[src/pkg/sscd_consts.vh]
// Register map, field positions and reset values of the stage config decoder
`ifndef SSCD_CONSTS_VH
`define SSCD_CONSTS_VH

// -----------------------------------------------------------------------------
// Register map (byte addresses; offsets within a stage count words)
// -----------------------------------------------------------------------------
`define SSCD_STAGE_STRIDE   12'h010
`define SSCD_ROUTE_LO_OFS   2'h0
`define SSCD_ROUTE7_OFS     2'h1
`define SSCD_OFFSET_OFS     2'h2
`define SSCD_SENS_OFS       2'h3
`define SSCD_STATUS_ADDR    12'h080
`define SSCD_LAST_CFG_ADDR  12'h07C

// -----------------------------------------------------------------------------
// Writable bit masks (reserved bits read zero)
// -----------------------------------------------------------------------------
`define SSCD_ROUTE_LO_MASK  16'h3FFF
`define SSCD_ROUTE7_MASK    16'hF003
`define SSCD_OFFSET_MASK    16'hBFBF
`define SSCD_SENS_MASK      16'h7F7F
`define SSCD_CFG_RESET      16'h0000

// -----------------------------------------------------------------------------
// Field positions
// -----------------------------------------------------------------------------
`define SSCD_E7_ROUTE       1:0
`define SSCD_MODE_SEL       13:12
`define SSCD_MINUS_OFF_BIT  14
`define SSCD_PLUS_OFF_BIT   15
`define SSCD_MINUS_MAG      5:0
`define SSCD_MINUS_STEER    7
`define SSCD_PLUS_MAG       13:8
`define SSCD_PLUS_STEER     15
`define SSCD_MINUS_THR      3:0
`define SSCD_MINUS_PEAK     6:4
`define SSCD_PLUS_THR       11:8
`define SSCD_PLUS_PEAK      14:12

// -----------------------------------------------------------------------------
// Encodings
// -----------------------------------------------------------------------------
`define SSCD_ROUTE_OPEN     2'h0
`define SSCD_ROUTE_MINUS    2'h1
`define SSCD_ROUTE_PLUS     2'h2
`define SSCD_ROUTE_BIAS     2'h3
`define SSCD_MODE_BAD       2'h0
`define SSCD_MODE_SE_PLUS   2'h1
`define SSCD_MODE_SE_MINUS  2'h2
`define SSCD_MODE_DIFF      2'h3
`define SSCD_PEAK_LAST      3'h5
`define SSCD_PEAK_BASE      7'h28
`define SSCD_PEAK_STEP      7'h0A

`endif

[src/logic/sscd_top.v]
// Per-stage sensing configuration store and decoder with APB access
`timescale 1ns/1ps
// Overview of operation
// Decode electrode 7 route: open, minus, plus, bias
// Software zeroes unused electrode-7 word bits
// Mode field: single-ended plus/minus, differential
// Bit 14 low enables minus offset
// Bit 15 low enables plus offset
// Minus offset magnitude from bits 5:0
// Bit 7 steers minus offset to plus
// Plus offset magnitude from bits 13:8
// Bit 15 steers plus offset to minus
// Minus threshold code maps to percentage
// Minus peak level 40 to 90 percent
// Plus threshold same percentage mapping
// Plus peak level 40 to 90 percent
// Eight independent stage copies of words
// Electrodes 0..6 routed with same encoding
// Software avoids bad peak codes, reserved bits
`include "sscd_consts.vh"

module sscd_top #(
    parameter integer STAGES = 8,      // Sequencer stages
    parameter integer INPUTS = 8       // Electrode inputs
) (
    // Clock and reset
    input  wire        clk_sys_i,
    input  wire        rst_n_i,
    // APB slave
    input  wire        psel,
    input  wire        penable,
    input  wire        pwrite,
    input  wire [11:0] paddr,
    input  wire [31:0] pwdata,
    output reg         pready,
    output reg  [31:0] prdata,
    output reg         pslverr,
    // Sequencer side
    input  wire [2:0]  stage_sel_i,
    // Electrode switch matrix, one bit per electrode
    output reg  [7:0]  elec_to_minus_o,
    output reg  [7:0]  elec_to_plus_o,
    output reg  [7:0]  elec_to_bias_o,
    // Measurement mode
    output reg         mode_se_plus_o,
    output reg         mode_se_minus_o,
    output reg         mode_diff_o,
    output reg         mode_bad_o,
    // Offset injection
    output reg         minus_offset_en_o,
    output reg  [5:0]  minus_offset_magnitude_o,
    output reg         minus_offset_on_plus_o,
    output reg         plus_offset_en_o,
    output reg  [5:0]  plus_offset_magnitude_o,
    output reg         plus_offset_on_minus_o,
    // Threshold levels, hundredths of a percent
    output reg  [13:0] minus_threshold_level_o,
    output reg  [13:0] plus_threshold_level_o,
    // Peak levels in percent, zero on an undefined code
    output reg  [6:0]  minus_peak_level_o,
    output reg  [6:0]  plus_peak_level_o,
    output reg         peak_code_bad_o
);

    // -------------------------------------------------------------------------
    // Storage
    // -------------------------------------------------------------------------
    // Cleared by reset: every electrode starts open, mode reads as forbidden
    reg  [15:0] route_lo_q [0:STAGES-1];   // Electrodes 0..6 routes
    reg  [15:0] route7_q   [0:STAGES-1];   // Electrode 7, mode, offset enables
    reg  [15:0] offset_q   [0:STAGES-1];   // Offset magnitudes and steering
    reg  [15:0] sens_q     [0:STAGES-1];   // Threshold and peak selections

    // -------------------------------------------------------------------------
    // Bus decode
    // -------------------------------------------------------------------------
    // Zero wait states: the answer is prepared in the setup cycle and shown
    // for exactly one access cycle. Writes land on the completing edge only,
    // so a setup that is never completed leaves storage alone.
    // Stage words fill the map up to the last word on word boundaries.
    wire        setup_w   = psel & ~penable;          // First APB cycle
    wire        access_w  = psel & penable & pready;  // Completing edge
    wire        cfg_hit_w = (paddr <= `SSCD_LAST_CFG_ADDR) & (paddr[1:0] == 2'h0);
    wire        sts_hit_w = (paddr == `SSCD_STATUS_ADDR);
    wire [2:0]  a_stage_w = paddr[6:4];               // Stage of the word
    wire [1:0]  a_word_w  = paddr[3:2];               // Word in the stage
    wire        wr_w      = access_w & pwrite & cfg_hit_w;

    // Selected stage words
    wire [15:0] s_lo_w  = route_lo_q[stage_sel_i];
    wire [15:0] s_r7_w  = route7_q[stage_sel_i];
    wire [15:0] s_ofs_w = offset_q[stage_sel_i];
    wire [15:0] s_sns_w = sens_q[stage_sel_i];

    // -------------------------------------------------------------------------
    // Fields of the selected stage
    // -------------------------------------------------------------------------
    // Codes are pulled out once so that the decode and the fault flags
    // always look at the same bits of the same stage word.
    wire [1:0]  mode_code_w  = s_r7_w[`SSCD_MODE_SEL];      // Measurement mode code
    wire [2:0]  minus_pk_w   = s_sns_w[`SSCD_MINUS_PEAK];   // Minus peak code
    wire [2:0]  plus_pk_w    = s_sns_w[`SSCD_PLUS_PEAK];    // Plus peak code
    wire [3:0]  minus_thr_w  = s_sns_w[`SSCD_MINUS_THR];    // Minus threshold code
    wire [3:0]  plus_thr_w   = s_sns_w[`SSCD_PLUS_THR];     // Plus threshold code
    // Either peak code beyond the last defined step
    wire        peak_bad_w   = (minus_pk_w > `SSCD_PEAK_LAST) | (plus_pk_w > `SSCD_PEAK_LAST);

    // Threshold percentage table in hundredths
    // Fixed-point levels, so the calibration side needs no divider
    function [13:0] thr_pct;
        input [3:0] code;
        begin
            case (code)
                4'h0:    thr_pct = 14'h09C4;  // 25.00
                4'h1:    thr_pct = 14'h0B9D;  // 29.73
                4'h2:    thr_pct = 14'h0D70;  // 34.40
                4'h3:    thr_pct = 14'h0F44;  // 39.08
                4'h4:    thr_pct = 14'h111B;  // 43.79
                4'h5:    thr_pct = 14'h12F0;  // 48.48
                4'h6:    thr_pct = 14'h14C3;  // 53.15
                4'h7:    thr_pct = 14'h1697;  // 57.83
                4'h8:    thr_pct = 14'h186B;  // 62.51
                4'h9:    thr_pct = 14'h1A42;  // 67.22
                4'hA:    thr_pct = 14'h1C16;  // 71.90
                4'hB:    thr_pct = 14'h1DEA;  // 76.58
                4'hC:    thr_pct = 14'h1FC0;  // 81.28
                4'hD:    thr_pct = 14'h2194;  // 85.96
                4'hE:    thr_pct = 14'h2368;  // 90.64
                default: thr_pct = 14'h253C;  // 95.32
            endcase
        end
    endfunction

    // Peak level in percent; undefined codes give zero
    // Base level plus one step per code
    function [6:0] peak_pct;
        input [2:0] code;
        begin
            if (code <= `SSCD_PEAK_LAST) begin
                peak_pct = `SSCD_PEAK_BASE + `SSCD_PEAK_STEP * {4'h0, code};
            end else begin
                peak_pct = 7'h00;
            end
        end
    endfunction

    // -------------------------------------------------------------------------
    // Per-stage register write, one copy per stage
    // -------------------------------------------------------------------------
    genvar gs;
    generate
        for (gs = 0; gs < STAGES; gs = gs + 1) begin : g_stage
            // Each stage owns its words; only the addressed stage and word
            // change, so a sequencer running other stages sees no glitch.
            // Reserved bits are cleared on the way in and read back as zero.
            // Word write, reserved bits dropped
            always @(posedge clk_sys_i) begin
                if (!rst_n_i) begin
                    route_lo_q[gs] <= `SSCD_CFG_RESET;
                    route7_q[gs]   <= `SSCD_CFG_RESET;
                    offset_q[gs]   <= `SSCD_CFG_RESET;
                    sens_q[gs]     <= `SSCD_CFG_RESET;
                end else if (wr_w && (a_stage_w == gs)) begin
                    case (a_word_w)
                        `SSCD_ROUTE_LO_OFS: begin
                            // Electrodes 0..6, top two bits unused
                            route_lo_q[gs] <= pwdata[15:0] & `SSCD_ROUTE_LO_MASK;
                        end
                        `SSCD_ROUTE7_OFS: begin
                            // Unused middle bits forced zero
                            route7_q[gs] <= pwdata[15:0] & `SSCD_ROUTE7_MASK;
                        end
                        `SSCD_OFFSET_OFS: begin
                            // Reserved bits 6 and 14 dropped
                            offset_q[gs] <= pwdata[15:0] & `SSCD_OFFSET_MASK;
                        end
                        default: begin
                            // Undefined peak codes kept as written
                            sens_q[gs] <= pwdata[15:0] & `SSCD_SENS_MASK;
                        end
                    endcase
                end
            end
        end
    endgenerate

    // -------------------------------------------------------------------------
    // Electrode route decode, one slice per electrode
    // -------------------------------------------------------------------------
    // Electrodes 0..6 take their codes from the low routing word, electrode
    // 7 from the bottom of its own word; the decode itself is shared.
    wire [7:0] to_minus_w;                     // Next electrode-to-minus
    wire [7:0] to_plus_w;                      // Next electrode-to-plus
    wire [7:0] to_bias_w;                      // Next electrode-to-bias
    genvar ge;
    generate
        for (ge = 0; ge < INPUTS; ge = ge + 1) begin : g_elec
            wire [1:0] code_w;
            if (ge < INPUTS - 1) begin : g_lo
                assign code_w = s_lo_w[2*ge+1:2*ge];
            end else begin : g_e7
                assign code_w = s_r7_w[`SSCD_E7_ROUTE];
            end
            assign to_minus_w[ge] = (code_w == `SSCD_ROUTE_MINUS);
            assign to_plus_w[ge]  = (code_w == `SSCD_ROUTE_PLUS);
            assign to_bias_w[ge]  = (code_w == `SSCD_ROUTE_BIAS);
        end
    endgenerate

    // -------------------------------------------------------------------------
    // Decoded outputs, registered
    // -------------------------------------------------------------------------
    // Every decoded output is a flop: the switches see one clean edge per
    // change of stage or of stored word, one cycle later.
    always @(posedge clk_sys_i) begin
        if (!rst_n_i) begin
            elec_to_minus_o          <= 8'h00;
            elec_to_plus_o           <= 8'h00;
            elec_to_bias_o           <= 8'h00;
            mode_se_plus_o           <= 1'b0;
            mode_se_minus_o          <= 1'b0;
            mode_diff_o              <= 1'b0;
            mode_bad_o               <= 1'b0;
            minus_offset_en_o        <= 1'b0;
            minus_offset_magnitude_o <= 6'h00;
            minus_offset_on_plus_o   <= 1'b0;
            plus_offset_en_o         <= 1'b0;
            plus_offset_magnitude_o  <= 6'h00;
            plus_offset_on_minus_o   <= 1'b0;
            minus_threshold_level_o  <= 14'h0000;
            plus_threshold_level_o   <= 14'h0000;
            minus_peak_level_o       <= 7'h00;
            plus_peak_level_o        <= 7'h00;
            peak_code_bad_o          <= 1'b0;
        end else begin
            // Switch matrix
            elec_to_minus_o <= to_minus_w;
            elec_to_plus_o  <= to_plus_w;
            elec_to_bias_o  <= to_bias_w;
            // Mode, code 00 flagged as forbidden
            mode_se_plus_o  <= (mode_code_w == `SSCD_MODE_SE_PLUS);
            mode_se_minus_o <= (mode_code_w == `SSCD_MODE_SE_MINUS);
            mode_diff_o     <= (mode_code_w == `SSCD_MODE_DIFF);
            mode_bad_o      <= (mode_code_w == `SSCD_MODE_BAD);
            // Offset enables are active-low disables
            minus_offset_en_o <= ~s_r7_w[`SSCD_MINUS_OFF_BIT];
            plus_offset_en_o  <= ~s_r7_w[`SSCD_PLUS_OFF_BIT];
            // Offset magnitudes, 0.32 pF per step
            minus_offset_magnitude_o <= s_ofs_w[`SSCD_MINUS_MAG];
            plus_offset_magnitude_o  <= s_ofs_w[`SSCD_PLUS_MAG];
            // Offset steering
            minus_offset_on_plus_o <= s_ofs_w[`SSCD_MINUS_STEER];
            plus_offset_on_minus_o <= s_ofs_w[`SSCD_PLUS_STEER];
            // Threshold percentages
            minus_threshold_level_o <= thr_pct(minus_thr_w);
            plus_threshold_level_o  <= thr_pct(plus_thr_w);
            // Peak levels, undefined codes flagged
            minus_peak_level_o <= peak_pct(minus_pk_w);
            plus_peak_level_o  <= peak_pct(plus_pk_w);
            peak_code_bad_o    <= peak_bad_w;
        end
    end

    // -------------------------------------------------------------------------
    // Read mux for the addressed word
    // -------------------------------------------------------------------------
    // Read data is the stored, masked word, so software reads back exactly
    // what the decoder acts on. Addresses outside the map read zero.
    reg [15:0] rd_word_w;                       // Addressed word value
    always @* begin
        rd_word_w = 16'h0000;
        if (cfg_hit_w) begin
            case (a_word_w)
                `SSCD_ROUTE_LO_OFS: rd_word_w = route_lo_q[a_stage_w];
                `SSCD_ROUTE7_OFS:   rd_word_w = route7_q[a_stage_w];
                `SSCD_OFFSET_OFS:   rd_word_w = offset_q[a_stage_w];
                default:            rd_word_w = sens_q[a_stage_w];
            endcase
        end else if (sts_hit_w) begin
            // Live stage and fault flags
            rd_word_w = {11'h000, peak_code_bad_o, mode_bad_o, stage_sel_i};
        end
    end

    // -------------------------------------------------------------------------
    // APB answer: captured in setup, shown for one access cycle
    // -------------------------------------------------------------------------
    // The error flag rides with ready; a refused write has already been kept
    // out of storage by the address check in the write enable.
    always @(posedge clk_sys_i) begin
        if (!rst_n_i) begin
            pready  <= 1'b0;
            prdata  <= 32'h00000000;
            pslverr <= 1'b0;
        end else if (setup_w) begin
            pready  <= 1'b1;
            prdata  <= pwrite ? 32'h00000000 : {16'h0000, rd_word_w};
            // Unmapped, or a write to the read-only status word
            pslverr <= ~(cfg_hit_w | (sts_hit_w & ~pwrite));
        end else begin
            pready  <= 1'b0;
            prdata  <= 32'h00000000;
            pslverr <= 1'b0;
        end
    end

endmodule

[config.mk]
export PLATFORM = sky130hd
export DESIGN_NAME = sscd_top
export DESIGN_NICKNAME = d
export VERILOG_FILES = /design/src/logic/sscd_top.v
export VERILOG_INCLUDE_DIRS = /design/src /design/src/pkg
export SDC_FILE = /design/constraint.sdc
export NUM_CORES = 1
export LEC_CHECK = 0
export ABC_AREA = 1
export BUFFER_PORTS_ARGS = -buffer_cell sky130_fd_sc_hd__buf_2
export CAP_MARGIN = 15
export CORE_UTILIZATION = 40
export CTS_BUF_LIST = sky130_fd_sc_hd__clkbuf_4 sky130_fd_sc_hd__clkbuf_8
export DETAILED_ROUTE_END_ITERATION = 16
export GPL_ROUTABILITY_DRIVEN = 1
export PLACE_DENSITY = 0.54
export SLEW_MARGIN = 25
export SYNTH_ARGS = -nofsm -noshare
export SYNTH_HDL_FRONTEND = slang
export SYNTH_SLANG_ARGS = --single-unit
[constraint.sdc]
create_clock -name clk_sys_i -period 3.6 [get_ports clk_sys_i]
set_input_delay 0.36 -clock clk_sys_i [delete_from_list [all_inputs] [get_ports clk_sys_i]]
set_output_delay 0.36 -clock clk_sys_i [all_outputs]
set_load 0.1 [all_outputs]
==> results of run 1 <==
==> area by class of cell <==
cell class	instances	share of cell area
Antenna cell	2	0.000181
Clock buffer	134	0.0609
Clock inverter	23	0.00738
Inverter	182	0.0248
Multi-Input combinational cell	1938	0.326
Sequential cell	487	0.492
Tap cell	782	0.0354
Timing Repair Buffer	229	0.0527
==> per-layer routing <==
metal	part of all wire	track usage	wire [um]
met5	0	0	0
met3	0.095	0.0510	8400
met2	0.46	0.440	40200
met4	0.049	0.157	4360
met1	0.40	0.364	35300
==> cells in the mapped netlist, drive strengths merged, types with 9 or more instances <==
master | count | area, um2
ha | 22 | 275
o211ai | 9 | 67.6
buf | 109 | 741
nor3 | 14 | 81.3
dfxtp | 103 | 2060
nand4 | 59 | 369
a21oi | 133 | 666
a22oi | 28 | 210
o21ai | 236 | 1180
nor2 | 684 | 2710
o22ai | 50 | 313
inv | 182 | 683
edfxtp | 384 | 11500
clkbuf | 115 | 432
nand2 | 478 | 1800
nand3 | 174 | 991
==> registers in the layout (all words and copies together), names as in the netlist, 6 cells and up <==
| signal | count |
|---|---|
| sens_q | 112 |
| minus_offset_magnitude_o | 6 |
| minus_threshold_level_o | 14 |
| plus_threshold_level_o | 14 |
| plus_peak_level_o | 6 |
| prdata | 16 |
| route7_q | 48 |
| elec_to_plus_o | 8 |
| minus_peak_level_o | 6 |
| elec_to_minus_o | 8 |
| route_lo_q | 112 |
| elec_to_bias_o | 8 |
| offset_q | 112 |
| plus_offset_magnitude_o | 6 |
==> power by group <==
| part | switching, W | internal [W] | leakage (nW) | total [W] |
|---|---|---|---|---|
| logic | 0.00176 | 0.000410 | 5.43 | 0.00217 |
| clock network | 0.00242 | 0.00319 | 0.999 | 0.00560 |
| registers | 0.0000781 | 0.00624 | 4.97 | 0.00632 |
| total | 0.00425 | 0.00984 | 11.4 | 0.0141 |
==> kinds of logic after synthesis <==
| kind of cell | Yosys count | synth area share |
|---|---|---|
| AO/OA/AOI/OAI | 472 | 0.105 |
| multiplexers | 7 | 0.00287 |
| AND/OR/NAND/NOR | 1417 | 0.246 |
| adder cells (fa/ha/maj) | 22 | 0.0113 |
| other | 1 | 0.000154 |
| XOR/XNOR | 2 | 0.000719 |
| flip-flops | 487 | 0.558 |
| buffers and inverters | 406 | 0.0761 |
==> what timing repair did <==
action,CTS,global route
setup endpoints to repair,0,0
hold buffers,3,0
hold endpoints to repair,2,0
gates resized for setup,0,0
==> per-stage QoR <==
stage               total power [W]  setup slack [ps]  cell area [um2]
finish                       0.0141              1300            27600
global route                 0.0145              1190            27600
CTS                          0.0141              1350            27600
detailed placement          0.00858               657            25700
global placement            0.00856               666            25700
floorplan                   0.00797               447            24400
==> final timing paths <==
path | start | to | slack (ps) | depth (start not counted)
min | psel | pslverr | 50 | 5
min reg2reg | offset_q[1][3] | minus_offset_magnitude_o[3] | 620 | 2
max reg2reg | pready | sens_q[6][8] | 1300 | 9
max | stage_sel_i[1] | plus_threshold_level_o[5] | 1300 | 12
==> tightest hold or removal path: cells and delay by family <==
kind / cells / cell delay [ps]
AO/OA/AOI/OAI: 1 / 80
buffers and inverters: 1 / 110
AND/OR/NAND/NOR: 3 / 170
==> impl_metrics.tcl, run 1 <==
set metrics [dict create \
    final_common_cell "nor2_1" \
    track_usage 0.280 \
    grt_pass1_wl_mm 128 \
    vias_per_cell 5.65 \
    critPathMostFrequentCell "nand2_1" \
    max_stage_delay_ps 590 \
    path_class "in2reg" \
    hold_class "in2reg" \
    maxCapViolCount 0 \
    drc_errors 0 \
    ys_warn_count 0 \
    final_hold_viol_count 0 \
    cts_made_buffers 85 \
    die_y_um 249 \
    firstDrtPassIters 6 \
    clk_pin_slew_ps 70 \
    wl_mm 88.3 \
    finalCriticalPeriod_ps 2300 \
    grt_pass1_vias 20500 \
    worstPathCellList "buf_4 -> inv_2 -> buf_4 -> nand3_1 -> nand3_1 -> nand2_1 -> ha_1 -> inv_1 -> nand2_1 -> nand2_1 -> nand2_1 -> a21oi_1" \
    slew_violations 0 \
    cts_num_sinks 487 \
    critPathCaptureType "register" \
    io_buffers 138 \
    antenna_found_initial 1 \
    syn2layout_area_growth_pct 13.3 \
    avgSynthCellArea_um2 8.66 \
    ys_ff_latch 487 \
    ir_worst_vdd_mv 0.227 \
    wl_per_cell_um 23.4 \
    clockRootBuffer "clkbuf_8" \
    rsz0062_at_grt "false" \
    finalSetupViolations 0 \
    seqCellArea_um2 13600 \
    slowest_stage "buf_4" \
    start_kind "input pin" \
    powerDensity_nw_per_um2 510 \
    cp.required_ps 4230 \
    post_cts_buffers 0 \
    dieArea_um2 61900 \
    p_leak_nw 11.4 \
    io_pins 173 \
    hpwlAfterDp_mm 53.9 \
    tightest_slew_ps 1090 \
    final_cells 3777 \
    synth.distinct_cells 38 \
    gp_routability_congestion 0.898 \
    status "finished, final reports clean" \
    ant_nets 0 \
    synthFlopType "edfxtp_1" \
    final_cell_mix "nor2_1 (639), nand2_1 (476), edfxtp_1 (384)" \
    drive_gt1_frac 0.155 \
    cts_tree "done" \
    nets 2997 \
    grt_max_degree 104 \
    utilization 0.458 \
    synth_area_um2 24400 \
    nFillCells 5801 \
    via_count 21300 \
    arrival_ps 2930 \
    rows 90 \
    timing.fmax_ghz 0.434 \
    h-tree-depth 3 \
    ctsLongestPathBuffers 3 \
    fp.coreArea_um2 60200 \
    synthArstFlopShare 0 \
    setup_tns_ps 0 \
    synth_edf_count 384 \
    drt-initial-drc-count 2547 \
    place_inst 3615 \
    die_x_um 249 \
    min_period_over_period 0.640 \
    slew_headroom 0.271 \
    cpLargestDelayFamily "buffers and inverters" \
    gr-total-overflow 0 \
    ys_seq_area_frac 0.558 \
    initial_core_util 0.405 \
    clk_latency_ps 700 \
    cp_num_buf_inv 4 \
    timing.hold.ws_ps 51.0 \
    multi_input_area_um2 9020 \
    synth_cells 2814 \
    worstPathMaxFanout 38 \
    final.setup_skew_ps 57.6 \
]
(Power assumes the default switching activity.)
==> run 2, diff against run 1 <==
Settings changed: PLACE_DENSITY 0.54 to 0.56.
Clock period 3.6 ns to 2 ns, I/O delays scaled along.
==> run 2 against run 1 <==
Effect of this change:
- the run now ends with negative setup slack left
- cell area is 8.8% higher
- routed wire length fell by 1.2%
- sequential power is 80% higher
- flip-flop and latch count did not move
- setup slack lost 1300 ps
- power grew 85%
- via count grew 2.5%
- final cell count up 3.4%
- combinational power increased by 100%
- critical endpoint is now route_lo_q[0][8]
- largest cell class unchanged
==> impl_metrics.tcl, run 2 (synthesis gave the netlist of run 1 again) <==
set metrics [dict create \
    status "finished with violations" \
    initial_core_util 0.405 \
    violations "negative setup slack" \
    final_cells 3904 \
    drt-initial-drc-count 2535 \
    critPathCaptureType "register" \
    syn2layout_area_growth_pct 23.3 \
    finalCriticalPeriod_ps 2020 \
    h-tree-depth 3 \
    cpLargestDelayFamily "buffers and inverters" \
    seqCellArea_um2 13600 \
    tightest_slew_ps 682 \
    grt_max_degree 69 \
    min_period_over_period 1.01 \
    die_y_um 249 \
    maxCapViolCount 0 \
    slew_violations 0 \
    antenna_found_initial 2 \
    dieArea_um2 61900 \
    combPwrFrac 0.167 \
    grt_pass1_vias 20900 \
    reg2reg_slack_ps -20 \
    ant_nets 0 \
    top_regs "offset_q (112), route_lo_q (112), sens_q (112)" \
    worstReg2RegStart "pready" \
    swShare 0.296 \
    io_buffers 138 \
    vias_per_cell 5.60 \
    multi_input_area_um2 9440 \
    cts_num_sinks 487 \
    timing.fmax_ghz 0.494 \
    hold_path.startpoint "stage_sel_i[2]" \
    gr-total-overflow 0 \
    clockRootBuffer "clkbuf_8" \
    ir_worst_vdd_mv 0.476 \
    grt_pass1_wl_mm 129 \
    hold_class "in2reg" \
    die_x_um 249 \
    cts_tree "done" \
    hpwlAfterDp_mm 58.1 \
    arrival_ps 2420 \
    final_cell_mix "nor2_1 (637), nand2_1 (473), edfxtp_1 (384)" \
    via_count 21900 \
    worstPathMaxFanout 7 \
    final_common_cell "nor2_1" \
    wl_per_cell_um 22.3 \
    track_usage 0.276 \
    final.setup.worst_slack_ps -25.0 \
    rr_worst_depth 10 \
    start_kind "register" \
    cp.required_ps 2400 \
    nets 3126 \
    rows 90 \
    critPathMostFrequentCell "nor2_4" \
    p_int_w 0.0184 \
    nFillCells 5600 \
    fp.coreArea_um2 60200 \
    finalSetupViolations 13 \
    drive_gt1_frac 0.203 \
    path_class "reg2reg" \
    cp_num_buf_inv 4 \
    ctsLongestPathBuffers 3 \
    final_hold_viol_count 0 \
    utilization 0.499 \
    seqPwrFrac 0.437 \
    cts_made_buffers 85 \
    clk_pin_slew_ps 60 \
    powerDensity_nw_per_um2 868 \
    drc_errors 0 \
    place_inst 3735 \
    switchingPower_w 0.00773 \
    worst_r2r_endpoint "route_lo_q[0][8]" \
    min_path_cells 4 \
    slew_headroom 0.545 \
    final.setup_skew_ps 43.9 \
    max_stage_delay_ps 360 \
    firstDrtPassIters 5 \
    p_leak_nw 12.5 \
    slowest_stage "dfxtp_4" \
    clk_latency_ps 690 \
    io_pins 173 \
    clockPowerShare 0.396 \
    rsz0062_at_grt "true" \
    gp_routability_congestion 0.915 \
    worstPathCellList "nand3_4 -> nor2_4 -> nand2_4 -> nor2_4 -> clkinv_4 -> nor2_4 -> clkinvlp_4 -> buf_6 -> o21ai_4 -> clkbuf_16" \
    wl_mm 87.2 \
    crit_cells 10 \
    hold_end "plus_offset_magnitude_o[1]" \
]
-- run 2: changes by cell type in the layout (fill, tap and decap cells not counted), moves of 5 or more --
cell	before	now
buf_12	5	81
buf_4	85	133
clkinv_2	12	6
ha_1	22	16
ha_4	0	5
o21ai_0	212	195
o21ai_1	24	9
o21ai_2	0	8
o21ai_4	0	24
-- run 2: worst max path at each step --
stage                              start              endpoint  slack [ps]
after floorplan           stage_sel_i[0]  plus_peak_level_o[6]         -20
after CTS                  sens_q[4][13]  plus_peak_level_o[6]           6
after detailed placement        paddr[1]      route_lo_q[0][9]        -170
after global placement          paddr[1]     route_lo_q[0][11]        -140
final                             pready      route_lo_q[0][8]         -20
after global routing       sens_q[4][13]  plus_peak_level_o[6]         -90
-- run 2: power by group through the flow --
stage	combinational [W]	sequential [W]	clock, W
floorplan	0.00177	0.0127	0
global placement	0.00423	0.0116	0
detailed placement	0.00426	0.0116	0
CTS	0.00428	0.0114	0.0105
global route	0.00457	0.0114	0.0109
finish	0.00435	0.0114	0.0103
-- run 2: layer usage --
metal  up-vias  routed length (um)  GRT usage
met5         -                  13          0
met4         2                2900      0.117
met3       208                8420     0.0481
met2      1300               40500      0.445
met1     10500               35400      0.366
li1       9900                   -          -
-- run 2: stage by stage --
stage	hold slack, ps	total power (W)	setup slack, ps	cell area (um2)	TNS [ps]
final	87.1	0.0261	-25.0	30100	-254
after global routing	62.9	0.0269	-86.5	30100	-1070
after CTS	25.1	0.0262	6.25	29900	0
after detailed placement	412	0.0159	-172	27900	-45470
after global placement	408	0.0158	-142	27900	-36320
after floorplan	292	0.0144	-15.2	24900	-26.1
-- run 2: worst reg2reg max path, delay by kind of cell (launching register included) --
| family | cells | cell delay (ps) |
|---|---|---|
| flip-flops | 1 | 360 |
| AO/OA/AOI/OAI | 1 | 260 |
| buffers and inverters | 4 | 570 |
| AND/OR/NAND/NOR | 5 | 550 |
-- run 2: layout make-up --
type,instances,area share
Tap cell,782,0.0326
Multi-Input combinational cell,1938,0.314
Antenna cell,2,0.000167
Inverter,182,0.0231
Sequential cell,487,0.452
Timing Repair Buffer,358,0.113
Clock buffer,131,0.0550
Clock inverter,24,0.00924
-- run 2: repair_timing --
item / 4_1_cts / 5_1_grt
hold buffers: 5 / 0
gates resized for setup: 0 / 20
setup buffers: 0 / 6
endpoints found under the setup margin: 0 / 147
endpoints found under the hold margin: 21 / 0
